[src/common/hspc_pkg.sv]
package hspc_pkg;

    // --------------------------------
    // bus geometry
    // --------------------------------
    localparam int ADDR_W = 8;
    localparam int DATA_W = 32;
    localparam int NUM_TRIG = 2;
    localparam int NUM_PINS = 4;

    // --------------------------------
    // register byte offsets
    // --------------------------------
    localparam logic [ADDR_W-1:0] OFS_COUNT = 8'h00;
    localparam logic [ADDR_W-1:0] OFS_TOTAL = 8'h04;
    localparam logic [ADDR_W-1:0] OFS_INPUT_STATE = 8'h08;
    localparam logic [ADDR_W-1:0] OFS_SETUP = 8'h0C;
    localparam logic [ADDR_W-1:0] OFS_PRESET = 8'h10;
    localparam logic [ADDR_W-1:0] OFS_CONTROL = 8'h14;
    localparam logic [ADDR_W-1:0] OFS_WINDOW_CTRL = 8'h18;
    localparam logic [ADDR_W-1:0] OFS_LOW0 = 8'h20;
    localparam logic [ADDR_W-1:0] OFS_HIGH0 = 8'h24;
    localparam logic [ADDR_W-1:0] OFS_LOW1 = 8'h28;
    localparam logic [ADDR_W-1:0] OFS_HIGH1 = 8'h2C;
    // bounds of output n sit at OFS_LOW0 + n * BOUND_STRIDE
    localparam logic [ADDR_W-1:0] BOUND_STRIDE = 8'h08;

    // --------------------------------
    // field positions
    // --------------------------------
    // input state: pin levels after synchronisation
    localparam int BIT_PIN_A = 0;
    localparam int BIT_PIN_B = 1;
    localparam int BIT_PIN_INDEX = 2;
    localparam int BIT_PIN_LIMIT = 3;
    // setup register
    localparam int BIT_MODE_LO = 0;
    localparam int BIT_MODE_HI = 1;
    localparam int BIT_GATE_SEL = 2;
    localparam int BIT_INDEX_EN = 3;
    localparam int BIT_SWITCH_EN = 4;
    localparam int BIT_FROZEN = 5;
    // control register, write only, self clearing
    localparam int BIT_LOAD = 0;
    localparam int BIT_FREEZE_SET = 1;
    localparam int BIT_FREEZE_REL = 2;
    // window control: enables low, live output state from this bit up
    localparam int BIT_WIN_EN = 0;
    localparam int BIT_WIN_STATE = 8;
    localparam int BIT_WIN_ARMED = 16;

    // --------------------------------
    // reset values
    // --------------------------------
    localparam logic [DATA_W-1:0] RST_WORD = 32'h0000_0000;

    // --------------------------------
    // counting modes
    // --------------------------------
    typedef enum logic [1:0] {
        MODE_PULSE_DIR = 2'b00,
        MODE_UP_DOWN = 2'b01,
        MODE_QUAD = 2'b10,
        MODE_NONE = 2'b11
    } hspc_mode_t;

    // --------------------------------
    // timing
    // --------------------------------
    localparam int CLK_KHZ = 200000;
    localparam int GATE_LONG_MS = 1000;
    localparam int GATE_SHORT_MS = 200;
    localparam int GATE_CNT_W = 28;

endpackage : hspc_pkg

[src/logic/hspc_step_decoder.sv]
`timescale 1ns/10ps
module hspc_step_decoder
    import hspc_pkg::*;
(
    // clock and reset
    input wire logic clk,
    input wire logic rst,
    // configuration
    input wire hspc_pkg::hspc_mode_t counting_mode_select,
    // raw pins: a, b, index, limit switch
    input wire logic [hspc_pkg::NUM_PINS-1:0] pins_raw,
    // synchronised levels and count steps
    output logic [hspc_pkg::NUM_PINS-1:0] pins_level,
    output logic step_up,
    output logic step_down
);

    // --------------------------------
    // synchronisers and history
    // --------------------------------
    logic [NUM_PINS-1:0] meta;
    logic [NUM_PINS-1:0] level;
    logic [NUM_PINS-1:0] prev;
    logic next_up;
    logic next_down;
    logic rise_a;
    logic rise_b;
    logic chg_a;
    logic chg_b;

    // three flops per pin; prev only ever reads the second stage
    genvar g;
    generate
        for (g = 0; g < NUM_PINS; g++) begin : g_sync
            always_ff @(posedge clk) begin
                if (rst) begin
                    meta[g] <= 1'b0;
                    level[g] <= 1'b0;
                    prev[g] <= 1'b0;
                end else begin
                    meta[g] <= pins_raw[g];
                    level[g] <= meta[g];
                    prev[g] <= level[g];
                end
            end
        end
    endgenerate

    assign pins_level = level;

    // --------------------------------
    // step decode per mode
    // --------------------------------
    // at 200 MHz a 160 kHz edge train leaves >300 cycles per edge, so
    // one-step-per-cycle decode never drops a count
    always_comb begin
        rise_a = level[BIT_PIN_A] & ~prev[BIT_PIN_A];
        rise_b = level[BIT_PIN_B] & ~prev[BIT_PIN_B];
        chg_a = level[BIT_PIN_A] ^ prev[BIT_PIN_A];
        chg_b = level[BIT_PIN_B] ^ prev[BIT_PIN_B];
        next_up = 1'b0;
        next_down = 1'b0;
        unique case (counting_mode_select)
            MODE_PULSE_DIR: begin
                // a is the pulse, b high counts up
                next_up = rise_a & level[BIT_PIN_B];
                next_down = rise_a & ~level[BIT_PIN_B];
            end
            MODE_UP_DOWN: begin
                // coincident up and down edges cancel
                next_up = rise_a & ~rise_b;
                next_down = rise_b & ~rise_a;
            end
            MODE_QUAD: begin
                // x4 decode; both phases moving at once is a fault, skipped
                if (chg_a ^ chg_b) begin
                    next_up = prev[BIT_PIN_A] ^ level[BIT_PIN_B];
                    next_down = ~(prev[BIT_PIN_A] ^ level[BIT_PIN_B]);
                end
            end
            MODE_NONE: next_up = 1'b0;
        endcase
    end

    always_ff @(posedge clk) begin
        if (rst) begin
            step_up <= 1'b0;
            step_down <= 1'b0;
        end else begin
            step_up <= next_up;
            step_down <= next_down;
        end
    end

endmodule : hspc_step_decoder

[src/logic/hspc_counter.sv]
// The implementer's own choices: the strobed register port and the address map.
`timescale 1ns/10ps
// Contract
// - The mode field selects pulse-and-direction at 0, up/down at 1 and quadrature at 2.
// - Pulse rates up to 80 kHz (pulse/dir, up/down) and 160 kHz (quadrature) lose no count.
// - The running 32-bit count is readable by the host at any time.
// - The pulse total is the count at the end of a gate period minus the count at its start.
// - Input A is the pulse, the up pulse or phase one depending on the mode.
// - Input B is the direction, the down pulse or phase two depending on the mode.
// - The status bits of A and B show their present levels, high reading as one.
// - With its enable set a true index input loads the preset; with it clear index does nothing.
// - With its enable set a true limit switch loads the preset; with it clear it is ignored.
// - Two outputs turn on when the count reaches their low bound and off at their high bound.
// - Gate select zero gives a 1 second window and one gives a 200 ms window.
// - Writing one to the load control sets the count to the preset; zero does nothing.
// - Writing one to the freeze control holds the count; zero does nothing.
// - A window output stays off unless both its bounds are written and its enable is set.
module hspc_counter
    import hspc_pkg::*;
#(
    parameter int unsigned GATE_LONG_CYCLES = hspc_pkg::GATE_LONG_MS * hspc_pkg::CLK_KHZ,
    parameter int unsigned GATE_SHORT_CYCLES = hspc_pkg::GATE_SHORT_MS * hspc_pkg::CLK_KHZ
) (
    // clock and reset
    input wire logic clk,
    input wire logic rst,
    // register port
    input wire logic [hspc_pkg::ADDR_W-1:0] reg_addr,
    input wire logic [hspc_pkg::DATA_W-1:0] reg_wdata,
    input wire logic reg_wr,
    input wire logic reg_rd,
    output logic [hspc_pkg::DATA_W-1:0] reg_rdata,
    // encoder pins
    input wire logic pulse_a,
    input wire logic pulse_b,
    input wire logic index_input,
    input wire logic limit_switch_input,
    // window-triggered outputs
    output logic [hspc_pkg::NUM_TRIG-1:0] window_trigger_output
);

    // --------------------------------
    // declarations
    // --------------------------------
    hspc_mode_t counting_mode_select;
    hspc_mode_t next_mode;
    logic gate_period_select;
    logic next_gate_sel;
    logic index_preset_enable;
    logic next_index_en;
    logic switch_preset_enable;
    logic next_switch_en;
    logic freeze_counter;
    logic next_freeze;
    logic [DATA_W-1:0] preset;
    logic [DATA_W-1:0] next_preset;
    logic [NUM_TRIG-1:0] window_enable;
    logic [NUM_TRIG-1:0] next_win_en;
    logic [DATA_W-1:0] window_low_bound [NUM_TRIG];
    logic [DATA_W-1:0] next_low [NUM_TRIG];
    logic [DATA_W-1:0] window_high_bound [NUM_TRIG];
    logic [DATA_W-1:0] next_high [NUM_TRIG];
    logic [NUM_TRIG-1:0] low_written;
    logic [NUM_TRIG-1:0] next_low_written;
    logic [NUM_TRIG-1:0] high_written;
    logic [NUM_TRIG-1:0] next_high_written;

    logic [DATA_W-1:0] count;
    logic [DATA_W-1:0] next_count;
    logic [DATA_W-1:0] window_start;
    logic [DATA_W-1:0] next_start;
    logic [DATA_W-1:0] window_pulse_total;
    logic [DATA_W-1:0] next_total;
    logic [GATE_CNT_W-1:0] gate_cnt;
    logic [GATE_CNT_W-1:0] next_gate_cnt;
    logic [GATE_CNT_W-1:0] gate_last;

    logic [NUM_TRIG-1:0] next_trig;
    logic [DATA_W-1:0] next_rdata;

    logic [NUM_PINS-1:0] channel_input_state;
    logic step_up;
    logic step_down;
    logic wr_setup;
    logic wr_control;
    logic preset_load;

    // --------------------------------
    // pin synchronisation and step decode
    // --------------------------------
    hspc_step_decoder u_decoder (
        .clk(clk),
        .rst(rst),
        .counting_mode_select(counting_mode_select),
        .pins_raw({limit_switch_input, index_input, pulse_b, pulse_a}),
        .pins_level(channel_input_state),
        .step_up(step_up),
        .step_down(step_down)
    );

    // --------------------------------
    // configuration registers
    // --------------------------------
    assign wr_setup = reg_wr && (reg_addr == OFS_SETUP);
    assign wr_control = reg_wr && (reg_addr == OFS_CONTROL);

    // next values of everything software writes
    always_comb begin
        next_mode = counting_mode_select;
        next_gate_sel = gate_period_select;
        next_index_en = index_preset_enable;
        next_switch_en = switch_preset_enable;
        next_freeze = freeze_counter;
        next_preset = preset;
        next_win_en = window_enable;
        next_low = window_low_bound;
        next_high = window_high_bound;
        next_low_written = low_written;
        next_high_written = high_written;
        if (wr_setup) begin
            next_mode = hspc_mode_t'(reg_wdata[BIT_MODE_HI:BIT_MODE_LO]);
            next_gate_sel = reg_wdata[BIT_GATE_SEL];
            next_index_en = reg_wdata[BIT_INDEX_EN];
            next_switch_en = reg_wdata[BIT_SWITCH_EN];
        end
        // a zero bit is a no-op; release has its own bit
        if (wr_control && reg_wdata[BIT_FREEZE_SET]) begin
            next_freeze = 1'b1;
        end else if (wr_control && reg_wdata[BIT_FREEZE_REL]) begin
            next_freeze = 1'b0;
        end
        if (reg_wr && (reg_addr == OFS_PRESET)) begin
            next_preset = reg_wdata;
        end
        if (reg_wr && (reg_addr == OFS_WINDOW_CTRL)) begin
            next_win_en = reg_wdata[BIT_WIN_EN +: NUM_TRIG];
        end
        for (int i = 0; i < NUM_TRIG; i++) begin
            if (reg_wr && (reg_addr == OFS_LOW0 + ADDR_W'(i) * BOUND_STRIDE)) begin
                next_low[i] = reg_wdata;
                next_low_written[i] = 1'b1;
            end
            if (reg_wr && (reg_addr == OFS_HIGH0 + ADDR_W'(i) * BOUND_STRIDE)) begin
                next_high[i] = reg_wdata;
                next_high_written[i] = 1'b1;
            end
        end
    end

    always_ff @(posedge clk) begin
        if (rst) begin
            counting_mode_select <= MODE_PULSE_DIR;
            gate_period_select <= 1'b0;
            index_preset_enable <= 1'b0;
            switch_preset_enable <= 1'b0;
            freeze_counter <= 1'b0;
            preset <= RST_WORD;
            window_enable <= '0;
            low_written <= '0;
            high_written <= '0;
            for (int i = 0; i < NUM_TRIG; i++) begin
                window_low_bound[i] <= RST_WORD;
                window_high_bound[i] <= RST_WORD;
            end
        end else begin
            counting_mode_select <= next_mode;
            gate_period_select <= next_gate_sel;
            index_preset_enable <= next_index_en;
            switch_preset_enable <= next_switch_en;
            freeze_counter <= next_freeze;
            preset <= next_preset;
            window_enable <= next_win_en;
            low_written <= next_low_written;
            high_written <= next_high_written;
            window_low_bound <= next_low;
            window_high_bound <= next_high;
        end
    end

    // --------------------------------
    // running count and gate window
    // --------------------------------
    // index and limit are levels: while held true the count sits at preset
    assign preset_load = (wr_control && reg_wdata[BIT_LOAD])
        || (index_preset_enable && channel_input_state[BIT_PIN_INDEX])
        || (switch_preset_enable && channel_input_state[BIT_PIN_LIMIT]);

    assign gate_last = gate_period_select ? GATE_CNT_W'(GATE_SHORT_CYCLES - 1)
                                          : GATE_CNT_W'(GATE_LONG_CYCLES - 1);

    // preset beats freeze, so a frozen count can still be reloaded
    always_comb begin
        next_count = count;
        if (preset_load) begin
            next_count = preset;
        end else if (!freeze_counter) begin
            // 32-bit add wraps naturally in both directions
            if (step_up && !step_down) begin
                next_count = count + 32'h0000_0001;
            end else if (step_down && !step_up) begin
                next_count = count - 32'h0000_0001;
            end
        end
        next_gate_cnt = gate_cnt + GATE_CNT_W'(1);
        next_start = window_start;
        next_total = window_pulse_total;
        if (wr_setup) begin
            // new period or mode: restart the window, keep the last total
            next_gate_cnt = '0;
            next_start = count;
        end else if (gate_cnt >= gate_last) begin
            next_gate_cnt = '0;
            next_total = count - window_start;
            next_start = count;
        end
    end

    always_ff @(posedge clk) begin
        if (rst) begin
            count <= RST_WORD;
            gate_cnt <= '0;
            window_start <= RST_WORD;
            window_pulse_total <= RST_WORD;
        end else begin
            count <= next_count;
            gate_cnt <= next_gate_cnt;
            window_start <= next_start;
            window_pulse_total <= next_total;
        end
    end

    // --------------------------------
    // window-triggered outputs
    // --------------------------------
    // equality tests mean a preset jump past a bound is not seen
    always_comb begin
        next_trig = window_trigger_output;
        for (int i = 0; i < NUM_TRIG; i++) begin
            if (!(window_enable[i] && low_written[i] && high_written[i])) begin
                next_trig[i] = 1'b0;
            end else if (count == window_high_bound[i]) begin
                next_trig[i] = 1'b0;
            end else if (count == window_low_bound[i]) begin
                next_trig[i] = 1'b1;
            end
        end
    end

    always_ff @(posedge clk) begin
        if (rst) begin
            window_trigger_output <= '0;
        end else begin
            window_trigger_output <= next_trig;
        end
    end

    // --------------------------------
    // read port
    // --------------------------------
    // data stands only in the cycle after the read strobe
    always_comb begin
        next_rdata = RST_WORD;
        if (reg_rd) begin
            unique case (reg_addr)
                OFS_COUNT: next_rdata = count;
                OFS_TOTAL: next_rdata = window_pulse_total;
                OFS_INPUT_STATE: next_rdata[NUM_PINS-1:0] = channel_input_state;
                OFS_SETUP: begin
                    next_rdata[BIT_MODE_HI:BIT_MODE_LO] = counting_mode_select;
                    next_rdata[BIT_GATE_SEL] = gate_period_select;
                    next_rdata[BIT_INDEX_EN] = index_preset_enable;
                    next_rdata[BIT_SWITCH_EN] = switch_preset_enable;
                    next_rdata[BIT_FROZEN] = freeze_counter;
                end
                OFS_PRESET: next_rdata = preset;
                OFS_WINDOW_CTRL: begin
                    next_rdata[BIT_WIN_EN +: NUM_TRIG] = window_enable;
                    next_rdata[BIT_WIN_STATE +: NUM_TRIG] = window_trigger_output;
                    next_rdata[BIT_WIN_ARMED +: NUM_TRIG] = low_written & high_written;
                end
                OFS_LOW0: next_rdata = window_low_bound[0];
                OFS_HIGH0: next_rdata = window_high_bound[0];
                OFS_LOW1: next_rdata = window_low_bound[1];
                OFS_HIGH1: next_rdata = window_high_bound[1];
                default: next_rdata = RST_WORD;
            endcase
        end
    end

    always_ff @(posedge clk) begin
        if (rst) begin
            reg_rdata <= RST_WORD;
        end else begin
            reg_rdata <= next_rdata;
        end
    end

endmodule : hspc_counter

[config.mk]
export PLATFORM = sky130hd
export DESIGN_NAME = hspc_counter
export DESIGN_NICKNAME = d
export VERILOG_FILES = /design/src/common/hspc_pkg.sv /design/src/logic/hspc_step_decoder.sv /design/src/logic/hspc_counter.sv
export SDC_FILE = /design/constraint.sdc
export NUM_CORES = 1
export LEC_CHECK = 0
export BUFFER_PORTS_ARGS = -buffer_cell sky130_fd_sc_hd__buf_2
export CORE_MARGIN = 2
export CORE_UTILIZATION = 65
export CTS_CLUSTER_DIAMETER = 120
export DETAILED_ROUTE_END_ITERATION = 8
export PLACE_DENSITY_LB_ADDON = 0.3
export REMOVE_ABC_BUFFERS = 1
export SYNTH_ARGS = -nofsm -noshare
export SYNTH_HDL_FRONTEND = slang
export SYNTH_SLANG_ARGS = --single-unit
[constraint.sdc]
create_clock -name clk -period 7.9 [get_ports clk]
set_input_delay 1.58 -clock clk [delete_from_list [all_inputs] [get_ports clk]]
set_output_delay 1.58 -clock clk [all_outputs]
set_load 0.02 [all_outputs]
==> metrics.cfg <==
[run_status]
status=finished clean

[final_layout]
design_area_um2=20000
layout_overhead_on_the_synthesized_area_pct=10.1
antennaDiodeCount=0
filler_cell_count=2257
post_route_cells_drive_above_1_share_pct=8.60
nNetsFinal=2445

[sta]
fin_tns_setup_ns=0
slew_viol_final=0
slew_headroom_pct=24.9
max_slew.worst_pin.slew_ns=1.12
setup_repair_after_global_routing_missed_its_margin=false
timing.final.setup_violations=0
period_needed_ns=3.94
finalHoldViolations=0
fmaxAchievable_ghz=0.254
fin_skew_ns=0.0232
timing.final.crit_share_pct=49.9

[clock_network]
cts_num_sinks=342
clk-insertion-delay-late_ns=0.53
cts.reportedPaths.clkPinSlew_ns=0.06
cts-root-buf=sky130_fd_sc_hd__clkbuf_16
holdBufCountCts=0
cts_tree=built
cts_repair_resize_count=0
post-cts-setup-buffer-count=0
htreeDepth=2
clk_path_buf_depth=3
clock_buffers_created_by_tritoncts=37

[synth]
ys_seq_elements=342
postSynth.asyncResetShare_pct=0
synthFlopType=sky130_fd_sc_hd__dfxtp_1
gate_count_after_technology_mapping=2330
post_synth_instance_area_um2=18200
number_of_enable_flip_flop_cells_after_synthesis=0
yosys.area.top_type_share_pct=37.7
post_synth_num_cell_types=74
biggest_area_contributors_in_the_synthesized_netlist=sky130_fd_sc_hd__dfxtp_1 (38%), sky130_fd_sc_hd__nand2_1 (9.6%), sky130_fd_sc_hd__a21oi_1 (8.2%)
synthesis.area_per_instance_um2=7.80
synth-seq-area-share_pct=37.7
synth.yosys.warnings=0
synth_top_cell_by_area=sky130_fd_sc_hd__dfxtp_1

[drt]
drt_iter0_markers=2571
drc_errors=0
routed-via-count=17600
routed_len_inst_um=21.6
finalWirelength_um=58800
ant_nets=0
via_per_inst=6.46
drt_pass1_iterations=7

[flow_run]
timing.max_cap.violations=0

[pwr]
leakage_nw=7.15
max-vdd-ir-drop_uv=126
power.density_nw_per_um2=211

[floorplan]
placement_rows=61
top_level_ports=82
die_area_um2=29300
height_of_the_die_um=171
area_of_the_core_region_um2=27600
dieWidth_um=171
floorplan.initialDensity_pct=65.8

[setup_path]
cp_capture_type=flip-flop
timing_worst_setup_path_type=primary input to flip-flop
arrival_ns=4.35
setup.worst_path.start_class=primary input
worst_ep_required_time_ns=8.30
critPathMaxFanout=34
worst_r2r_start=count[0]
crit_start=reg_addr[3]

[global_route]
grt_overflow=0
grt.total_usage_pct=39.4
grt_first_pass_wirelength_um=89700
antenna_found_initial=1
grt_pass1_vias=16200
largest_net_degree_at_the_start_of_global_routing=198

[hold_path]
hold_path.startpoint=u_decoder.meta[3]
worstHoldPathType=flip-flop to flip-flop

[placed_design]
dpl-instance-area_um2=18700
gp_congestion=1.00
dp.final_hpwl_um=41000
buffers_added_on_ports=81

## per-layer routing
layer	global-route usage, %	wire length (um)	up-vias
li1	-	-	8114
met1	52.2	23000	8178
met2	60.4	25700	1103
met3	9.71	7210	207
met4	18.6	2830	2
met5	0	13	-
## cell usage in the layout (no fill, tap or decap), types with 6 or more instances in the layout
cell type                   Yosys  layout
sky130_fd_sc_hd__xnor2_1      170     170
sky130_fd_sc_hd__o21ai_0       39      39
sky130_fd_sc_hd__a22oi_1       57      57
sky130_fd_sc_hd__nand4_1       48      48
sky130_fd_sc_hd__and2_1         7       8
sky130_fd_sc_hd__a31oi_1       44      44
sky130_fd_sc_hd__buf_4          1      37
sky130_fd_sc_hd__a21oi_1      299     297
sky130_fd_sc_hd__and3_1        11      11
sky130_fd_sc_hd__a311oi_1       6       6
sky130_fd_sc_hd__clkinv_2       0       8
sky130_fd_sc_hd__a21o_1        21      21
sky130_fd_sc_hd__nor4_1        15      15
sky130_fd_sc_hd__nand2_1      463     462
sky130_fd_sc_hd__nor3_1        28      28
sky130_fd_sc_hd__dfxtp_1      342     342
sky130_fd_sc_hd__nor2b_1       19      19
sky130_fd_sc_hd__a221oi_1      11      11
sky130_fd_sc_hd__a211oi_1      31      31
sky130_fd_sc_hd__ha_1          75      75
sky130_fd_sc_hd__a222oi_1      28      28
sky130_fd_sc_hd__o21bai_1       7       7
sky130_fd_sc_hd__o21a_1         9       9
sky130_fd_sc_hd__nor2_1       190     184
sky130_fd_sc_hd__xor2_1        41      41
sky130_fd_sc_hd__clkbuf_16      0      39
sky130_fd_sc_hd__nor2_2         0       6
sky130_fd_sc_hd__inv_1         55      55
sky130_fd_sc_hd__buf_2         11      80
sky130_fd_sc_hd__nand2b_1      18      18
sky130_fd_sc_hd__or3_1          7       7
sky130_fd_sc_hd__clkbuf_8       0      11
sky130_fd_sc_hd__o211ai_1      15      15
sky130_fd_sc_hd__nand3_1       34      34
## sequential cells by signal (all words and copies together) (netlist names)
signal and count:
reg_rdata 32, switch_preset_enable 1, count 32, window_enable 2
gate_cnt 28, u_decoder.pins_level 4, u_decoder.meta 4, index_preset_enable 1
gate_period_select 1, window_start 32, window_trigger_output 2, window_low_bound 64
window_pulse_total 32, low_written 2, u_decoder.step_down 1, high_written 2
preset 32, u_decoder.step_up 1, counting_mode_select 2, freeze_counter 1
window_high_bound 64, u_decoder.prev 2
## Yosys cell counts, types with 21 or more instances
master,count
sky130_fd_sc_hd__xor2_1,41
sky130_fd_sc_hd__xnor2_1,170
sky130_fd_sc_hd__a21oi_1,299
sky130_fd_sc_hd__nand4_1,48
sky130_fd_sc_hd__a211oi_1,31
sky130_fd_sc_hd__a222oi_1,28
sky130_fd_sc_hd__a31oi_1,44
sky130_fd_sc_hd__nand2_1,463
sky130_fd_sc_hd__o21ai_0,39
sky130_fd_sc_hd__a22oi_1,57
sky130_fd_sc_hd__clkbuf_1,155
sky130_fd_sc_hd__a21o_1,21
sky130_fd_sc_hd__nor3_1,28
sky130_fd_sc_hd__inv_1,55
sky130_fd_sc_hd__nor2_1,190
sky130_fd_sc_hd__ha_1,75
sky130_fd_sc_hd__nand3_1,34
sky130_fd_sc_hd__dfxtp_1,342
## final timing paths
| kind | to | slack (ns) | depth (start not counted) |
|---|---|---|---|
| worst max-delay path | reg_rdata[14] | 3.96 | 7 |
| worst min-delay path | u_decoder.pins_level[3] | 0.44 | 1 |
| worst max register to register | window_pulse_total[30] | 4.08 | 12 |
| worst min register to register | u_decoder.pins_level[3] | 0.44 | 1 |
## layout make-up
cell class                 instances  area, um^2  share of cell area [%]
tap                              378         473                    2.36
multi-input combinational       1765       10500                    52.5
timing repair buffer             119         712                    3.56
sequential                       342        6850                    34.2
clock inverter                    13         146                   0.731
clock buffer                      54        1130                    5.66
inverter                          55         206                    1.03
## cells by family after synthesis
kind of cell / count (synthesis) / share of synthesized area [%]
AO/OA/AOI/OAI: 615 / 21.5
XOR/XNOR: 211 / 10.2
adder cells (fa/ha/maj): 77 / 5.38
buffers and inverters: 223 / 4.70
flip-flops: 342 / 37.7
multiplexers: 5 / 0.275
AND/OR/NAND/NOR: 857 / 20.3
## report_power, final
part | leakage (nW) | total, W | switching, W | internal [W]
registers | 2.76 | 0.00177 | 0.0000280 | 0.00174
logic | 3.76 | 0.000648 | 0.000379 | 0.000269
clock network | 0.637 | 0.00181 | 0.000713 | 0.00109
## worst max-delay path, cell delays in order
cell                      delay [ns]
sky130_fd_sc_hd__buf_2          0.17
sky130_fd_sc_hd__nor4_1         0.63
sky130_fd_sc_hd__and3_1         0.25
sky130_fd_sc_hd__buf_4          0.41
sky130_fd_sc_hd__a21o_1         0.18
sky130_fd_sc_hd__nand2_1        0.64
sky130_fd_sc_hd__a31oi_1        0.47
## stage by stage
step | hold WS [ns] | utilization (%) | std cells | setup WS [ns] | power [W]
2_1_floorplan | 0.414 | - | 2162 | 3.47 | 0.00224
3_3_place_gp | 0.420 | 67.8 | 2659 | 3.63 | 0.00242
3_5_place_dp | 0.426 | 67.8 | 2659 | 3.59 | 0.00243
4_1_cts | 0.433 | 72.5 | 2726 | 4.08 | 0.00421
5_1_grt | 0.453 | 72.5 | 2726 | 3.87 | 0.00435
6_report | 0.440 | 72.5 | 2726 | 3.96 | 0.00422
No activity file was read; power rests on OpenSTA's default activity.
